## src/rtl/wakeup_pkg.sv

```systemverilog
// package: register map, field layout, reset values and divide table of the wakeup counter
// Overview of operation
// - count register is read-only, writes ignored
// - reset, wrap write, config change clear count
// - any wrap write clears prescaler and count
// - wrap zero flags every prescaler tick
// - wrap value resets to zero
// - after reset: stopped, zero, off, oscillator
// - prescaler off while divider code zero
// - source 00 osc, 01 external, 1x internal
// - changed source select clears prescaler, count
// - changed divider select clears prescaler, count
// - ratio from divider code and source bit
// - count up per tick, wrap to zero
// - wrap accepts full 8-bit range
// - flag sets on wrap-to-zero transition
// - irq while flag and enable set
// - writing one clears flag and request
// - oscillator source code A divides by four
// - codes 1-7 binary, 8-15 decimal ratios, except 4 and 16 at codes A and C with source bit 0 clear
// - writing zero leaves flag unchanged
// - debug halt pauses all counting
package wakeup_pkg;
  // bus geometry
  localparam int unsigned ADDR_W   = 4;
  localparam int unsigned DATA_W   = 32;
  // register byte offsets
  localparam logic [3:0]  OFF_CTRL  = 4'h0;
  localparam logic [3:0]  OFF_COUNT = 4'h4;
  localparam logic [3:0]  OFF_WRAP  = 4'h8;
  // control register field positions
  localparam int unsigned FLAG_BIT  = 7;
  localparam int unsigned SRC_LO    = 5;
  localparam int unsigned IRQEN_BIT = 4;
  localparam int unsigned DIV_LO    = 0;
  // reset values
  localparam logic [1:0]  SRC_RST   = 2'h0;
  localparam logic [3:0]  DIV_RST   = 4'h0;
  localparam logic [7:0]  WRAP_RST  = 8'h00;
  localparam logic [7:0]  COUNT_RST = 8'h00;
  // source select encodings and divider off code
  localparam logic [1:0]  SRC_OSC   = 2'h0;
  localparam logic [1:0]  SRC_EXT   = 2'h1;
  localparam logic [3:0]  DIV_OFF   = 4'h0;
  // write response codes
  localparam logic [1:0]  RESP_OKAY = 2'h0;
  localparam logic [1:0]  RESP_SLV  = 2'h2;
  // divide ratios, source bit 0 clear
  localparam logic [17:0] RATIO_LO [0:15] = '{
    18'h0_0000, 18'h0_0008, 18'h0_0020, 18'h0_0040,
    18'h0_0080, 18'h0_0100, 18'h0_0200, 18'h0_0400,
    18'h0_0001, 18'h0_0002, 18'h0_0004, 18'h0_000A,
    18'h0_0010, 18'h0_0064, 18'h0_01F4, 18'h0_03E8};
  // divide ratios, source bit 0 set
  localparam logic [17:0] RATIO_HI [0:15] = '{
    18'h0_0000, 18'h0_0400, 18'h0_0800, 18'h0_1000,
    18'h0_2000, 18'h0_4000, 18'h0_8000, 18'h1_0000,
    18'h0_03E8, 18'h0_07D0, 18'h0_1388, 18'h0_2710,
    18'h0_4E20, 18'h0_C350, 18'h1_86A0, 18'h3_0D40};
endpackage : wakeup_pkg

```

## src/rtl/wakeup_counter.sv

```systemverilog
// module: periodic wakeup counter with AXI4-Lite register slave
`timescale 1ns/1ns
module wakeup_counter
(
  // clock and reset
  input  wire logic        clk_in,
  input  wire logic        rst_n_in,
  // write address channel
  input  wire logic        awvalid_in,
  output logic             awready_out,
  input  wire logic [3:0]  awaddr_in,
  input  wire logic [2:0]  awprot_in,
  // write data channel
  input  wire logic        wvalid_in,
  output logic             wready_out,
  input  wire logic [31:0] wdata_in,
  input  wire logic [3:0]  wstrb_in,
  // write response channel
  output logic             bvalid_out,
  input  wire logic        bready_in,
  output logic [1:0]       bresp_out,
  // read address channel
  input  wire logic        arvalid_in,
  output logic             arready_out,
  input  wire logic [3:0]  araddr_in,
  input  wire logic [2:0]  arprot_in,
  // read data channel
  output logic             rvalid_out,
  input  wire logic        rready_in,
  output logic [31:0]      rdata_out,
  output logic [1:0]       rresp_out,
  // clock source pins
  input  wire logic        low_power_osc_in,
  input  wire logic        external_ref_clock_in,
  input  wire logic        internal_ref_clock_in,
  // debug halt and interrupt
  input  wire logic        debug_halt_in,
  output logic             irq_out
);
  // whole state in one word
  typedef struct packed
  {
    logic       aw_held;  // write address waiting
    logic [3:0] aw_addr;  // held write address
    logic       w_held;   // write data waiting
    logic [7:0] w_data;   // held low byte
    logic       w_strb0;  // low lane enabled
    logic       bvalid;   // write answer pending
    logic [1:0] bresp;    // write answer code
    logic       rvalid;   // read answer pending
    logic [7:0] rdata;    // read byte
    logic [1:0] rresp;    // read answer code
    logic [1:0] src_sel;  // source_select
    logic [3:0] div_sel;  // divider_select
    logic       irq_en;   // tick_irq_enable
    logic       flag;     // tick_flag
    logic [7:0] count;    // current_count
    logic [7:0] wrap;     // wrap_value
    logic       irq;      // interrupt request
  } state_t;

  state_t s_r;      // registered state
  state_t s_nxt;    // next state
  logic   do_wr;    // both write halves present
  logic   cfg_clr;  // clear prescaler and count
  logic   tick_w;   // counting tick this cycle
  logic   flag_set; // wrap event this cycle
  logic   w1c;      // software clears flag
  logic   wr_ctrl;  // write hits control
  logic   wr_wrap;  // write hits wrap value
  logic   osc_rise; // oscillator edge
  logic   ext_rise; // external edge
  logic   int_rise; // internal edge
  logic   src_rise; // selected edge
  logic   presc_tk; // prescaler tick

  // pins cross into the bus clock; no second domain to manage
  edge_sync u_sync_osc
  (
    .clk_in   (clk_in),
    .rst_n_in (rst_n_in),
    .pin_in   (low_power_osc_in),
    .rise_out (osc_rise)
  );

  edge_sync u_sync_ext
  (
    .clk_in   (clk_in),
    .rst_n_in (rst_n_in),
    .pin_in   (external_ref_clock_in),
    .rise_out (ext_rise)
  );

  edge_sync u_sync_int
  (
    .clk_in   (clk_in),
    .rst_n_in (rst_n_in),
    .pin_in   (internal_ref_clock_in),
    .rise_out (int_rise)
  );

  // source mux; a glitch on switching is harmless since a change clears prescaler and count
  always_comb
  begin
    if (s_r.src_sel[1])
      src_rise = int_rise;
    else if (s_r.src_sel == wakeup_pkg::SRC_EXT)
      src_rise = ext_rise;
    else
      src_rise = osc_rise;
  end

  // prescaler sees the same clear as the count, in the same cycle
  tick_prescaler u_presc
  (
    .clk_in     (clk_in),
    .rst_n_in   (rst_n_in),
    .clear_in   (cfg_clr),
    .hold_in    (debug_halt_in),
    .src_lo_in  (s_r.src_sel[0]),
    .div_sel_in (s_r.div_sel),
    .edge_in    (src_rise),
    .tick_out   (presc_tk)
  );

  // handshakes from state; one write and one read in flight
  assign awready_out = !s_r.aw_held && !s_r.bvalid;
  assign wready_out  = !s_r.w_held && !s_r.bvalid;
  assign arready_out = !s_r.rvalid;

  // bus slave and counter next state
  always_comb
  begin
    s_nxt    = s_r;
    do_wr    = s_r.aw_held && s_r.w_held && !s_r.bvalid;
    wr_ctrl  = do_wr && s_r.w_strb0 && s_r.aw_addr == wakeup_pkg::OFF_CTRL;
    wr_wrap  = do_wr && s_r.w_strb0 && s_r.aw_addr == wakeup_pkg::OFF_WRAP;
    tick_w   = presc_tk && !debug_halt_in;
    flag_set = 1'b0;
    w1c      = wr_ctrl && s_r.w_data[wakeup_pkg::FLAG_BIT];
    cfg_clr  = wr_wrap;
    // address and data halves, in either order
    if (awvalid_in && awready_out)
    begin
      s_nxt.aw_held = 1'b1;
      s_nxt.aw_addr = awaddr_in;
    end
    if (wvalid_in && wready_out)
    begin
      s_nxt.w_held  = 1'b1;
      s_nxt.w_data  = wdata_in[7:0];
      s_nxt.w_strb0 = wstrb_in[0];
    end
    // perform the write once both halves are here
    if (do_wr)
    begin
      s_nxt.aw_held = 1'b0;
      s_nxt.w_held  = 1'b0;
      s_nxt.bvalid  = 1'b1;
      // count offset is mapped but takes nothing
      if (s_r.aw_addr == wakeup_pkg::OFF_CTRL || s_r.aw_addr == wakeup_pkg::OFF_COUNT ||
          s_r.aw_addr == wakeup_pkg::OFF_WRAP)
        s_nxt.bresp = wakeup_pkg::RESP_OKAY;
      else
        s_nxt.bresp = wakeup_pkg::RESP_SLV;
    end
    // control fields; only a changed value clears
    if (wr_ctrl)
    begin
      s_nxt.src_sel = s_r.w_data[wakeup_pkg::SRC_LO +: 2];
      s_nxt.div_sel = s_r.w_data[wakeup_pkg::DIV_LO +: 4];
      s_nxt.irq_en  = s_r.w_data[wakeup_pkg::IRQEN_BIT];
      if (s_nxt.src_sel != s_r.src_sel || s_nxt.div_sel != s_r.div_sel)
        cfg_clr = 1'b1;
    end
    // wrap value takes any byte
    if (wr_wrap)
      s_nxt.wrap = s_r.w_data;
    // write answer retires
    if (s_r.bvalid && bready_in)
      s_nxt.bvalid = 1'b0;
    // read: answer one cycle after the address is taken
    if (arvalid_in && arready_out)
    begin
      s_nxt.rvalid = 1'b1;
      s_nxt.rresp  = wakeup_pkg::RESP_OKAY;
      unique case (araddr_in)
        wakeup_pkg::OFF_CTRL:  s_nxt.rdata = {s_r.flag, s_r.src_sel, s_r.irq_en, s_r.div_sel};
        wakeup_pkg::OFF_COUNT: s_nxt.rdata = s_r.count;
        wakeup_pkg::OFF_WRAP:  s_nxt.rdata = s_r.wrap;
        default:
        begin
          s_nxt.rdata = 8'h00;
          s_nxt.rresp = wakeup_pkg::RESP_SLV;
        end
      endcase
    end
    else if (s_r.rvalid && rready_in)
      s_nxt.rvalid = 1'b0;
    // counter: clear wins over a tick in the same cycle
    if (cfg_clr)
      s_nxt.count = wakeup_pkg::COUNT_RST;
    else if (tick_w)
    begin
      if (s_r.count == s_r.wrap)
      begin
        s_nxt.count = wakeup_pkg::COUNT_RST;
        flag_set    = 1'b1;
      end
      else
        s_nxt.count = s_r.count + 8'h01;
    end
    // set beats a clear that lands in the same cycle
    s_nxt.flag = (s_r.flag && !w1c) || flag_set;
    s_nxt.irq  = s_nxt.flag && s_nxt.irq_en;
  end

  // state register; reset leaves the counter stopped on the oscillator
  always_ff @(posedge clk_in or negedge rst_n_in)
  begin
    if (!rst_n_in)
    begin
      s_r         <= '0;
      s_r.src_sel <= wakeup_pkg::SRC_RST;
      s_r.div_sel <= wakeup_pkg::DIV_RST;
      s_r.wrap    <= wakeup_pkg::WRAP_RST;
      s_r.count   <= wakeup_pkg::COUNT_RST;
    end
    else
      s_r <= s_nxt;
  end

  // outputs from registers; upper data bits read as zero
  assign bvalid_out = s_r.bvalid;
  assign bresp_out  = s_r.bresp;
  assign rvalid_out = s_r.rvalid;
  assign rresp_out  = s_r.rresp;
  assign rdata_out  = {24'h00_0000, s_r.rdata};
  assign irq_out    = s_r.irq;

  // count register ignores writes
  a_count_readonly:
  assert property (@(posedge clk_in) disable iff (!rst_n_in)
    do_wr && s_r.aw_addr == wakeup_pkg::OFF_COUNT && !tick_w |=> $stable(s_r.count))
    else $error("count changed by a write");

  // wrap write clears the count next cycle
  a_wrap_clears:
  assert property (@(posedge clk_in) disable iff (!rst_n_in)
    wr_wrap |=> s_r.count == 8'h00 && s_r.wrap == $past(s_r.w_data))
    else $error("wrap write did not clear count");

  // changed select clears the count
  a_select_clears:
  assert property (@(posedge clk_in) disable iff (!rst_n_in)
    wr_ctrl && s_r.w_data[6:5] != s_r.src_sel |=> s_r.count == 8'h00)
    else $error("source change did not clear count");

  // step by one below the wrap value
  a_count_step:
  assert property (@(posedge clk_in) disable iff (!rst_n_in)
    tick_w && !cfg_clr && s_r.count != s_r.wrap |=> s_r.count == $past(s_r.count) + 8'h01)
    else $error("count did not step by one");

  // wrap to zero raises the flag
  a_wrap_flag:
  assert property (@(posedge clk_in) disable iff (!rst_n_in)
    tick_w && !cfg_clr && s_r.count == s_r.wrap |=> s_r.count == 8'h00 && s_r.flag)
    else $error("wrap did not set flag");

  // request follows flag and enable
  a_irq_gate:
  assert property (@(posedge clk_in) disable iff (!rst_n_in)
    irq_out == (s_r.flag && s_r.irq_en))
    else $error("irq does not match flag and enable");

  // one clears the flag when no event lands
  a_flag_w1c:
  assert property (@(posedge clk_in) disable iff (!rst_n_in)
    w1c && !flag_set |=> !s_r.flag && !irq_out)
    else $error("flag not cleared by one");

  // zero leaves the flag alone
  a_flag_w0:
  assert property (@(posedge clk_in) disable iff (!rst_n_in)
    wr_ctrl && !s_r.w_data[7] && s_r.flag |=> s_r.flag)
    else $error("flag lost on write of zero");

  // debug halt freezes the count
  a_halt_hold:
  assert property (@(posedge clk_in) disable iff (!rst_n_in)
    debug_halt_in && !cfg_clr |=> $stable(s_r.count))
    else $error("count moved during halt");

  // divider off produces no tick
  a_div_off:
  assert property (@(posedge clk_in) disable iff (!rst_n_in)
    s_r.div_sel == 4'h0 [*2] |-> !presc_tk)
    else $error("tick with prescaler off");

  // wrap value zero flags every prescaler tick
  a_zero_wrap:
  assert property (@(posedge clk_in) disable iff (!rst_n_in)
    tick_w && !cfg_clr && s_r.wrap == 8'h00 |=> s_r.flag && s_r.count == 8'h00)
    else $error("zero wrap did not flag a tick");

  // changed divider clears the count
  a_divider_clears:
  assert property (@(posedge clk_in) disable iff (!rst_n_in)
    wr_ctrl && s_r.w_data[wakeup_pkg::DIV_LO +: 4] != s_r.div_sel |=> s_r.count == 8'h00)
    else $error("divider change did not clear count");

  // same source and divider leave the count running
  a_same_cfg_keeps:
  assert property (@(posedge clk_in) disable iff (!rst_n_in)
    wr_ctrl && s_r.w_data[wakeup_pkg::SRC_LO +: 2] == s_r.src_sel &&
      s_r.w_data[wakeup_pkg::DIV_LO +: 4] == s_r.div_sel && !tick_w |=> $stable(s_r.count))
    else $error("unchanged control write cleared count");

  // count never runs past the wrap value
  a_count_range:
  assert property (@(posedge clk_in) disable iff (!rst_n_in)
    s_r.count <= s_r.wrap)
    else $error("count above wrap value");

  // clearing write also empties the prescaler
  a_presc_clear:
  assert property (@(posedge clk_in) disable iff (!rst_n_in)
    cfg_clr |=> !presc_tk)
    else $error("prescaler ticked after a clear");

  // halt stops prescaler ticks as well
  a_halt_no_tick:
  assert property (@(posedge clk_in) disable iff (!rst_n_in)
    debug_halt_in |=> !presc_tk)
    else $error("prescaler ticked during halt");

  // reset leaves everything stopped and cleared
  a_reset_values:
  assert property (@(posedge clk_in)
    !rst_n_in |=> s_r.count == wakeup_pkg::COUNT_RST && s_r.wrap == wakeup_pkg::WRAP_RST &&
      s_r.src_sel == wakeup_pkg::SRC_OSC && s_r.div_sel == wakeup_pkg::DIV_OFF && !s_r.irq_en && !s_r.flag)
    else $error("state not cleared by reset");
endmodule : wakeup_counter

```

## src/rtl/edge_sync.sv

```systemverilog
// module: three-stage synchroniser with rising-edge pulse for a source clock pin
`timescale 1ns/1ns
module edge_sync
(
  // clock and reset
  input  wire logic clk_in,
  input  wire logic rst_n_in,
  // raw pin and synchronised edge
  input  wire logic pin_in,
  output logic      rise_out
);
  // whole state in one word
  typedef struct packed
  {
    logic s1;
    logic s2;
    logic s3;
    logic lvl;
    logic rise;
  } sync_t;

  sync_t s_r;   // registered state
  sync_t s_nxt; // next state

  // s1 feeds only s2; level moves once s2 and s3 agree
  always_comb
  begin
    s_nxt      = s_r;
    s_nxt.s1   = pin_in;
    s_nxt.s2   = s_r.s1;
    s_nxt.s3   = s_r.s2;
    s_nxt.rise = 1'b0;
    if (s_r.s2 == s_r.s3)
    begin
      s_nxt.lvl  = s_r.s3;
      s_nxt.rise = s_r.s3 & ~s_r.lvl;
    end
  end

  // state register
  always_ff @(posedge clk_in or negedge rst_n_in)
  begin
    if (!rst_n_in)
      s_r <= '0;
    else
      s_r <= s_nxt;
  end

  assign rise_out = s_r.rise;
endmodule : edge_sync

```

## src/rtl/tick_prescaler.sv

```systemverilog
// module: prescaler that turns source edges into one-cycle ticks
`timescale 1ns/1ns
module tick_prescaler
(
  // clock and reset
  input  wire logic       clk_in,
  input  wire logic       rst_n_in,
  // control
  input  wire logic       clear_in,
  input  wire logic       hold_in,
  input  wire logic       src_lo_in,
  input  wire logic [3:0] div_sel_in,
  input  wire logic       edge_in,
  // tick out
  output logic            tick_out
);
  // whole state in one word
  typedef struct packed
  {
    logic [17:0] cnt;
    logic        tick;
  } presc_t;

  presc_t      s_r;   // registered state
  presc_t      s_nxt; // next state
  logic [17:0] ratio; // selected divide ratio

  // ratio lookup and edge counting
  always_comb
  begin
    ratio = src_lo_in ? wakeup_pkg::RATIO_HI[div_sel_in] : wakeup_pkg::RATIO_LO[div_sel_in];
    s_nxt      = s_r;
    s_nxt.tick = 1'b0;
    if (clear_in || div_sel_in == wakeup_pkg::DIV_OFF)
      s_nxt.cnt = '0;
    else if (edge_in && !hold_in)
    begin
      if (s_r.cnt == ratio - 18'h0_0001)
      begin
        s_nxt.cnt  = '0;
        s_nxt.tick = 1'b1;
      end
      else
        s_nxt.cnt = s_r.cnt + 18'h0_0001;
    end
  end

  // state register
  always_ff @(posedge clk_in or negedge rst_n_in)
  begin
    if (!rst_n_in)
      s_r <= '0;
    else
      s_r <= s_nxt;
  end

  assign tick_out = s_r.tick;
endmodule : tick_prescaler

```

## config.mk

```make
export PLATFORM = sky130hd
export DESIGN_NAME = wakeup_counter
export DESIGN_NICKNAME = d
export VERILOG_FILES = /design/src/rtl/wakeup_pkg.sv /design/src/rtl/wakeup_counter.sv /design/src/rtl/edge_sync.sv /design/src/rtl/tick_prescaler.sv
export SDC_FILE = /design/constraint.sdc
export NUM_CORES = 1
export LEC_CHECK = 0
export ABC_AREA = 1
export BUFFER_PORTS_ARGS = -buffer_cell sky130_fd_sc_hd__buf_4
export CORE_ASPECT_RATIO = 0.9
export CORE_UTILIZATION = 40
export DETAILED_ROUTE_END_ITERATION = 6
export HOLD_SLACK_MARGIN = 0.15
export SETUP_SLACK_MARGIN = 0.15
export SLEW_MARGIN = 40
export SYNTH_ARGS = -nofsm -noshare
export SYNTH_HDL_FRONTEND = slang
export SYNTH_SLANG_ARGS = --single-unit
```

## constraint.sdc

```tcl
create_clock -name clk_in -period 3.35 [get_ports clk_in]
set_input_delay 0.5025 -clock clk_in [delete_from_list [all_inputs] [get_ports clk_in]]
set_output_delay 0.5025 -clock clk_in [all_outputs]
set_load 0.02 [all_outputs]
```

==> results by group, run 1 <==
Detailed routing
  – Iter 0 DRT Violations: 296
  – Pre-Repair DR Iteration Count: 7
  – Via count: 4913
  – Detail Route Antenna Nets: 0
  – Final wirelength: 12700 um
  – Drt wl/cell: 12.7 um
  – DR DRC count: 8
  – Vias/cell: 4.94

Cells and area
  – Register area: 2150 um2
  – Diode count: 0
  – Final design utilization: 46.3%
  – FILL cells: 1360
  – Layout cells sized above 1: 12.1%
  – Synthesis-to-layout area growth: 12.7%
  – Most common cell after layout, fill and taps aside: nand2_1
  – Final instance area: 6180 um2
  – Area of the multi-input gates: 2760 um2
  – Most frequent cells in the layout: nand2_1 (247), nor2_1 (86), dfrtp_1 (85), inv_1 (82), buf_4 (57)
  – Layout net count: 890

Setup path
  – Critical Path RT: 3590 ps
  – Kind of end point of the critical path: flip-flop
  – Worst reg2reg path endpoint: u_presc.s_r[8]
  – Startpoint Class: flip-flop
  – Worst Reg-to-Reg Cells: 16
  – R2R Path Start: s_r[21]
  – Crit path DAT: 2990 ps
  – Flop2flop setup slack: 600 ps
  – Worst-path fanout max: 19
  – CP Class: flip-flop to flip-flop

STA
  – Worst-margin pin slew: 723 ps
  – WHS: 197 ps
  – Tcrit/Tclk final: 82.1%
  – RSZ-0062 raised after global routing: false
  – Clock skew: 6.57 ps
  – Final hold violations: 0
  – Fin crit period: 2750 ps
  – Fmax: 364 MHz
  – Slew margin rel.: 51.8%
  – Post-route setup slack: 601 ps
  – Final setup violation count: 0
  – Setup tns final: 0 ps
  – Slew Viols, Final: 0

Global routing
  – Initial antenna violation count: 0
  – Largest net degree at the start of global routing: 56
  – Vias in the first global route: 4440
  – Global-route usage over all layers: 19.0%
  – Overflow after GRT: 0
  – First-pass GRT wire length: 21400 um

Synthesis
  – Area leader, netlist: dfrtp_1
  – Synthesized area: 5490 um2
  – Area contributors post-synth: dfrtp_1 (39%), nand2_1 (17%), nor2_1 (5.9%)
  – Area share of the largest cell type after synthesis: 39.2%
  – Yosys reg bits: 86
  – Synth async-reset ratio: 100%
  – Mean post-synth cell area: 7.06 um2
  – Syn Inst Count: 777
  – Synth unique cells: 43
  – Yosys synthesis warning count: 0
  – Number of synthesized flops with an enable pin: 0
  – Seq/Total Area, Yosys: 39.2%
  – Ys flop type: dfrtp_1

Run status
  – Status: finished with violations
  – Failing checks: design-rule violations

Clocking
  – Clk sinks: 86
  – Post-CTS setup buffer count: 0
  – Num CTS Buffers: 9
  – CTS Hold Bufs: 0
  – Clock transition at the registers of the reported paths: 70 ps
  – Clk root buf: clkbuf_16
  – Clock Tree Buf Depth: 2
  – Post-cts resize count: 0
  – CTS H-tree lvls: 3
  – CTS tree: built
  – Clk_lat worst skew: 350 ps

Hold path
  – Hold WC Path Type: input port to async pin

Floorplan
  – Die ar.: 14200 um2
  – IO Pins: 103
  – Starting Density: 41.0%
  – Die Ht: 113 um
  – Core Area: 13400 um2
  – Chip Width: 125 um
  – Cell Rows: 40

Power
  – PD cells: 674 nW/um2
  – Worst vdd ir: 0.000470 V
  – Leakage Power: 3.13 nW

Placed design
  – DP Worst Slack: 483 ps
  – Placed instance area: 5870 um2
  – # port buffers: 43
  – Final Wtd Congestion: 0.874
  – DPL Wire Length: 9480 um

Flow run
  – Max_cap viols: 0
-- critical path, stage by stage (launching register included) --
cell and delay, ps:
dfrtp_1 550, buf_4 260, nor2_1 90, nand3_1 100, nand3_1 140, nor2_1 250, nand2_2 150, nor2_4 170
inv_2 50, nand2_1 50, nand2_1 50, nor2_1 90, nand3_1 100, nor2_1 180, nand3_4 240, nand2_1 120
nand2_1 60
-- cells by family after synthesis --
| group | count (synthesis) | share of synthesized area, % |
|---|---|---|
| muxes | 5 | 1.00 |
| buffers and inverters | 136 | 12.2 |
| AOI/OAI and AO/OA | 100 | 10.1 |
| xor gates and xnor gates | 20 | 3.19 |
| and+or+nand+nor | 418 | 31.9 |
| other | 1 | 0.0684 |
| DFF | 86 | 39.2 |
| adders and majority gates | 11 | 2.37 |
-- report_power, final --
group          internal, mW  switching, mW  total, mW  leakage [nW]
clock                 0.603          0.443       1.05         0.151
sequential             1.25          0.169       1.42          1.08
combinational         0.612           1.09       1.70          1.90
total                  2.47           1.70       4.17          3.13
-- layer usage --
layer	GRT usage, %	wire length [um]	vias to the layer above
li1	-	-	2499
met1	26.9	6270	2274
met2	29.2	5590	131
met3	3.64	667	9
met4	5.93	129	0
met5	0	0	-
-- final cells by class --
class | instances | share of cell area [%]
Timing Repair Buffer | 57 | 6.92
Clock buffer | 10 | 3.87
Sequential cell | 86 | 34.8
Inverter | 87 | 5.28
Clock inverter | 6 | 1.09
Tap cell | 168 | 3.40
Multi-Input combinational cell | 580 | 44.6
-- worst max-delay path by stage --
stage | start | endpoint | slack, ps | depth (start not counted)
after CTS | s_r[23] | u_presc.s_r[15] | 450 | 15
final | s_r[21] | u_presc.s_r[8] | 600 | 16
after detailed placement | s_r[23] | u_presc.s_r[15] | 480 | 15
after global routing | s_r[20] | u_presc.s_r[8] | 190 | 18
after global placement | s_r[23] | u_presc.s_r[6] | 540 | 15
after floorplan | s_r[19] | u_presc.s_r[15] | 680 | 19
-- Yosys cell counts (4+ instances only) --
library cell	n
clkbuf_1	6
nor2_2	4
ha_1	8
nand2_1	247
mux2_2	4
buf_2	4
nand3_1	44
inv_1	82
nor3_1	10
o21ai_0	45
xnor2_1	7
a21oi_1	29
inv_2	5
buf_4	37
o22ai_1	10
nor4_1	4
dfrtp_1	86
nor2_1	86
nand4_1	7
xor2_1	13
-- state kept, by name (all words and copies together), names as in the netlist --
register             count
u_presc.s_r             18
rresp_out                1
bvalid_out               1
u_sync_ext.s_r           2
rvalid_out               1
u_sync_osc.s_nxt         2
bresp_out                1
u_presc.tick_out         1
u_sync_osc.rise_out      1
irq_out                  1
u_sync_ext.rise_out      1
s_r                     39
u_sync_ext.s_nxt         2
rdata_out                8
u_sync_osc.s_r           2
u_sync_int.rise_out      1
u_sync_int.s_nxt         2
u_sync_int.s_r           2
-- through the flow --
| step | instances | power [mW] |
|---|---|---|
| floorplan | 802 | 2.70 |
| global placement | 978 | 3.08 |
| detailed placement | 978 | 3.13 |
| CTS | 994 | 4.19 |
| global route | 994 | 4.51 |
| finish | 994 | 4.17 |
Note: power is estimated with default switching activity, not from simulation.
==> inputs of run 2 (changes only) <==
Clock period 3.35 ns to 2.5 ns, I/O delays scaled along.
==> run 2 against run 1 <==
The run ends with design-rule violations, negative setup slack left. Power increased by 52%. Via count increased by 6.0%. Critical path depth increased by 3. Core utilization increased by 5.9 points. Cell count increased by 6.1%. First-iteration DRC count increased by 21%. Largest cell class unchanged.
==> results by group, run 2 (synthesis results as in run 1) <==
Run status
  – Status: finished with violations
  – Failing checks: design-rule violations, negative setup slack

Clocking
  – CTS H-tree lvls: 3
  – Num CTS Buffers: 9
  – Clk root buf: clkbuf_16
  – CTS tree: built
  – Clk_lat worst skew: 360 ps
  – Clock Tree Buf Depth: 2
  – Clk sinks: 86
  – Clock transition at the registers of the reported paths: 70 ps

Detailed routing
  – DR DRC count: 13
  – Pre-Repair DR Iteration Count: 7
  – Final wirelength: 14100 um
  – Detail Route Antenna Nets: 0
  – Via count: 5209
  – Vias/cell: 4.94
  – Iter 0 DRT Violations: 358
  – Drt wl/cell: 13.3 um

Cells and area
  – Most common cell after layout, fill and taps aside: nand2_1
  – Most frequent cells in the layout: nand2_1 (222), buf_4 (104), dfrtp_1 (84), inv_1 (77), nor2_1 (76)
  – Synthesis-to-layout area growth: 27.2%
  – Layout net count: 951
  – Final instance area: 6980 um2
  – Max reg flops: 39
  – Layout cells sized above 1: 23.6%
  – Diode count: 0
  – Register bank with the most flops: s_r
  – Final design utilization: 52.2%
  – FILL cells: 1324

Floorplan
  – Starting Density: 41.0%
  – Die Ht: 113 um
  – Chip Width: 125 um
  – Core Area: 13400 um2
  – Die ar.: 14200 um2
  – Cell Rows: 40
  – IO Pins: 103

Setup path
  – CP Class: flip-flop to flip-flop
  – Crit path DAT: 2930 ps
  – Worst-path fanout max: 8
  – Kind of end point of the critical path: flip-flop
  – Startpoint Class: flip-flop
  – Critical Path RT: 2740 ps

Placed design
  – # port buffers: 43
  – Placed instance area: 6250 um2
  – DPL Wire Length: 10100 um
  – Final Wtd Congestion: 0.882
  – DP Worst Slack: -204 ps

Power
  – Sw frac: 40.9%
  – P_int: 3.73 mW
  – Leakage Power: 3.47 nW
  – Clk pwr share: 22.7%
  – Comb power frac: 47.1%
  – Switch Pwr: 2.58 mW
  – Worst vdd ir: 0.000714 V
  – Reg power frac: 30.1%
  – PD cells: 905 nW/um2

STA
  – Final setup violation count: 19
  – Fmax: 372 MHz
  – Clock skew: 7.72 ps
  – RSZ-0062 raised after global routing: true
  – Fin crit period: 2680 ps
  – Post-route setup slack: -185 ps
  – Tcrit/Tclk final: 107%
  – Slew margin rel.: 61.9%
  – Final hold violations: 0
  – Slew Viols, Final: 0
  – Worst-margin pin slew: 566 ps

Global routing
  – First-pass GRT wire length: 23400 um
  – Largest net degree at the start of global routing: 87
  – Global-route usage over all layers: 20.9%
  – Overflow after GRT: 0
  – Global-route met3 utilization: 3.83%
  – Grt peak-use layer: met2
  – GRT met2 Usage: 31.4%
  – Initial antenna violation count: 0
  – GR met1 Demand/Resource: 30.2%
  – Vias in the first global route: 4855

Flow run
  – Max_cap viols: 0

Hold path
  – Hold WC Path Type: input port to flip-flop
-- run 2: path summary, 6_finish.rpt --
kind / startpoint / endpoint / slack, ps / depth (start not counted)
hold / removal: bready_in / bvalid_out / 210 / 2
max in group asynchronous: rst_n_in / s_r[20] / 1500 / 3
setup reg to reg: s_r[20] / u_presc.s_r[6] / -180 / 19
min in group asynchronous: rst_n_in / u_presc.s_r[16] / 540 / 3
setup / recovery: s_r[20] / u_presc.s_r[6] / -180 / 19
hold reg to reg: u_sync_int.s_nxt[3] / u_sync_int.s_nxt[2] / 350 / 0
-- run 2: per-stage QoR --
| stage | setup TNS (ps) | instances | hold WS [ps] | power (mW) |
|---|---|---|---|---|
| 6_report | -3110 | 1055 | 210 | 6.31 |
| 5_1_grt | -6650 | 1055 | 210 | 6.81 |
| 4_1_cts | -1950 | 1050 | 206 | 6.21 |
| 3_5_place_dp | -3580 | 1019 | 340 | 4.49 |
| 3_3_place_gp | -2370 | 1019 | 335 | 4.41 |
| 2_1_floorplan | 0 | 802 | 79.4 | 3.67 |
-- run 2: area by class of cell --
| class | instances | area (um2) | share of cell area [%] |
|---|---|---|---|
| Clock buffer | 10 | 239 | 3.43 |
| Multi-Input combinational cell | 583 | 3040 | 43.6 |
| Tap cell | 168 | 210 | 3.01 |
| Inverter | 87 | 332 | 4.75 |
| Sequential cell | 86 | 2150 | 30.9 |
| Timing Repair Buffer | 115 | 926 | 13.3 |
| Clock inverter | 6 | 75.1 | 1.08 |
-- run 2: power by group through the flow --
stage | combinational [mW] | clock [mW] | sequential, mW
finish | 2.98 | 1.44 | 1.90
global route | 3.34 | 1.53 | 1.93
CTS | 2.84 | 1.48 | 1.90
detailed placement | 2.57 | 0 | 1.92
global placement | 2.50 | 0 | 1.91
floorplan | 1.78 | 0 | 1.89
-- run 2: critical path, stage by stage (launching register included) --
cell and delay, ps:
dfrtp_2 450, buf_6 140, ha_4 160, inv_1 50
nand2_1 60, nand2_2 100, nor2_2 50, nor2_2 170
nand3_4 100, nor2_4 240, nand2_2 100, nand2_1 70
nand2_1 60, nor2_2 130, nand3_2 120, nor2_4 180
buf_6 140, nand3_4 110, nand2_1 90, nand2_1 50
-- run 2: per-layer routing --
| metal | part of all wire, % | routed length, um | vias to the layer above |
|---|---|---|---|
| met5 | 0 | 0 | - |
| met4 | 1.2 | 162 | 0 |
| met3 | 4.5 | 632 | 13 |
| met2 | 43 | 6100 | 137 |
| met1 | 51 | 7160 | 2425 |
| li1 | - | - | 2634 |
-- run 2: repair_timing --
| item | 4_1_cts | 5_1_grt |
|---|---|---|
| pin swaps | 11 | 25 |
| hold buffers | 4 | 0 |
| gates resized for setup | 21 | 40 |
| endpoints found under the hold margin | 89 | 0 |
| buffers inserted | 8 | 5 |
| gates cloned | 3 | 0 |
| endpoints found under the setup margin | 19 | 20 |
==> inputs of run 3 (changes only) <==
Settings changed: CTS_BUF_LIST from default to sky130_fd_sc_hd__clkbuf_4 sky130_fd_sc_hd__clkbuf_8.
Clock period 2.5 ns to 3.2 ns, I/O delays scaled along.
==> run 3 against run 2 <==
The flow finishes with violations (design-rule violations). First-iteration DRC count shrank 0.84%. Non-clock buffer count fell by 55. Clock power is 49% lower. Core utilization shrank 6.4 points. Clock skew up 5.5 ps. Critical path type unchanged. Largest cell class unchanged. Largest power group unchanged.
==> results by group, run 3 (synthesis results as in run 1) <==
Detailed routing
  – DR DRC count: 8
  – Drt wl/cell: 12.8 um
  – Pre-Repair DR Iteration Count: 7
  – Final wirelength: 12800 um
  – Via count: 4924
  – Iter 0 DRT Violations: 355
  – Detail Route Antenna Nets: 0
  – Vias/cell: 4.93

Floorplan
  – Cell Rows: 40
  – Core Area: 13400 um2
  – Die ar.: 14200 um2
  – IO Pins: 103
  – Die Ht: 113 um
  – Chip Width: 125 um
  – Starting Density: 41.0%

Flow run
  – Max_cap viols: 0

Cells and area
  – Synthesis-to-layout area growth: 11.7%
  – Layout cells sized above 1: 12.8%
  – Register area: 2150 um2
  – Most common cell after layout, fill and taps aside: nand2_1
  – Area of the multi-input gates: 2800 um2
  – Layout net count: 894
  – Diode count: 0
  – FILL cells: 1402
  – Max reg flops: 39
  – Most frequent cells in the layout: nand2_1 (247), nor2_1 (84), dfrtp_1 (84), inv_1 (82), buf_4 (59)
  – Register bank with the most flops: s_r

Clocking
  – Clk root buf: clkbuf_8
  – CTS tree: built
  – Clock transition at the registers of the reported paths: 100 ps
  – CTS H-tree lvls: 3
  – Num CTS Buffers: 9
  – Clk_lat worst skew: 380 ps
  – Clk sinks: 86
  – Clock Tree Buf Depth: 2

Setup path
  – Crit path DAT: 3030 ps
  – Crit path max-delay cell type: dfrtp_1
  – Kind of end point of the critical path: flip-flop
  – R2R Path Start: s_r[19]
  – Startpoint Class: flip-flop
  – CP top delay family: simple AND/OR/NAND/NOR gates
  – Worst-path fanout max: 10
  – Critical path buffers and inverters: 3
  – CP Class: flip-flop to flip-flop
  – Worst path cell trace: buf_4 > ha_1 > inv_1 > nand2_1 > nand3_1 > nand2_1 > inv_1 > nand3_2 > nor2_4 > nand3b_1 > nand2_1 > nand2_1 > nand2_1 > nand2_1 > nor2_2 > nand3_4 > nand2_1 > nand2_1
  – Worst reg2reg path endpoint: u_presc.s_r[8]
  – Most Frequent Cell on Critical Path: nand2_1
  – Flop2flop setup slack: 430 ps
  – Critical Path RT: 3470 ps
  – Worst Reg-to-Reg Cells: 18
  – Max stage delay on crit path: 390 ps

Power
  – Clk pwr share: 18.2%
  – Comb power frac: 45.2%
  – Worst vdd ir: 0.000471 V
  – Switch Pwr: 1.78 mW
  – PD cells: 663 nW/um2
  – Leakage Power: 3.09 nW
  – P_int: 2.28 mW
  – Final Total Pwr: 4.06 mW
  – Reg power frac: 36.6%
  – Sw frac: 43.8%

Placed design
  – DPL Wire Length: 9510 um
  – Final Wtd Congestion: 0.859
  – # port buffers: 43
  – DP Worst Slack: 279 ps

Global routing
  – Vias in the first global route: 4539
  – Initial antenna violation count: 0
  – Global-route usage over all layers: 18.9%
  – Overflow after GRT: 0
  – Largest net degree at the start of global routing: 55
  – First-pass GRT wire length: 21300 um

Run status
  – Failing checks: design-rule violations
  – Status: finished with violations

STA
  – Worst-margin pin slew: 688 ps
  – Tcrit/Tclk final: 86.5%
  – Fmax: 361 MHz
  – Final setup violation count: 0
  – RSZ-0062 raised after global routing: false
  – Fin crit period: 2770 ps
  – WHS: 204 ps
  – Post-route setup slack: 434 ps
  – Clock skew: 13.2 ps
  – Final hold violations: 0
  – Setup tns final: 0 ps
  – Slew Viols, Final: 0
  – Slew margin rel.: 54.2%

Hold path
  – Hold Startpoint: internal_ref_clock_in
  – Hold WC Path Type: input port to flip-flop
  – Hold Crit Endpoint: u_sync_int.s_nxt[3]
  – Hold Path Depth: 1
[run 3: changes by cell type in the layout (fill, tap and decap cells not counted), moves of 4 or more]
cell,change
buf_4,-45
buf_6,-4
clkbuf_16,-9
clkbuf_8,+9
ha_1,+5
ha_4,-4
inv_1,+5
nand2_1,+25
nand2_2,-23
nand3_1,+4
nor2_1,+8
nor2_2,-4
nor2_4,-4
[run 3: how the worst max path moves through the flow]
| stage | start | end | slack (ps) | cells after the start |
|---|---|---|---|---|
| finish | s_r[19] | u_presc.s_r[8] | 430 | 18 |
| floorplan | s_r[19] | u_presc.s_r[15] | 530 | 19 |
| CTS | s_r[23] | u_presc.s_r[8] | 260 | 15 |
| global route | s_r[19] | u_presc.s_r[8] | 160 | 19 |
| detailed placement | s_r[23] | u_presc.s_r[17] | 280 | 15 |
| global placement | s_r[23] | u_presc.s_r[16] | 390 | 15 |
[run 3: what timing repair did]
item,4_1_cts,5_1_grt
setup endpoints to repair,0,19
endpoints found under the hold margin,3,0
hold buffers,1,0
resized for setup,0,9
setup buffers,0,0
[run 3: area by class of cell]
| cell class | instances | area share, % |
|---|---|---|
| Tap cell | 168 | 3.43 |
| Inverter | 87 | 5.33 |
| Timing Repair Buffer | 60 | 7.39 |
| Sequential cell | 86 | 35.2 |
| Clock inverter | 5 | 0.674 |
| Clock buffer | 11 | 2.37 |
| Multi-Input combinational cell | 581 | 45.6 |
[run 3: layer usage]
metal  vias to the layer above  wire length (um)  global-route usage (%)
met4                         0               114                    4.55
met3                         9               717                    4.73
li1                       2508                 -                       -
met2                       146              5590                    29.3
met5                         -                 0                       0
met1                      2261              6390                    26.3
[run 3: metrics by stage]
stage               cell area [um2]  util [%]  cells
floorplan                      5580         -    802
global placement               5890      44.1    980
detailed placement             5890      44.1    980
CTS                            6090      45.5    997
global route                   6130      45.8    998
finish                         6130      45.8    998
[run 3: power groups by stage]
stage	Sequential [mW]	Combinational [mW]	Clock (mW)
CTS	1.48	1.78	0.774
global route	1.52	2.08	0.824
detailed placement	1.50	1.78	0
finish	1.49	1.84	0.737
floorplan	1.47	1.35	0
global placement	1.49	1.73	0
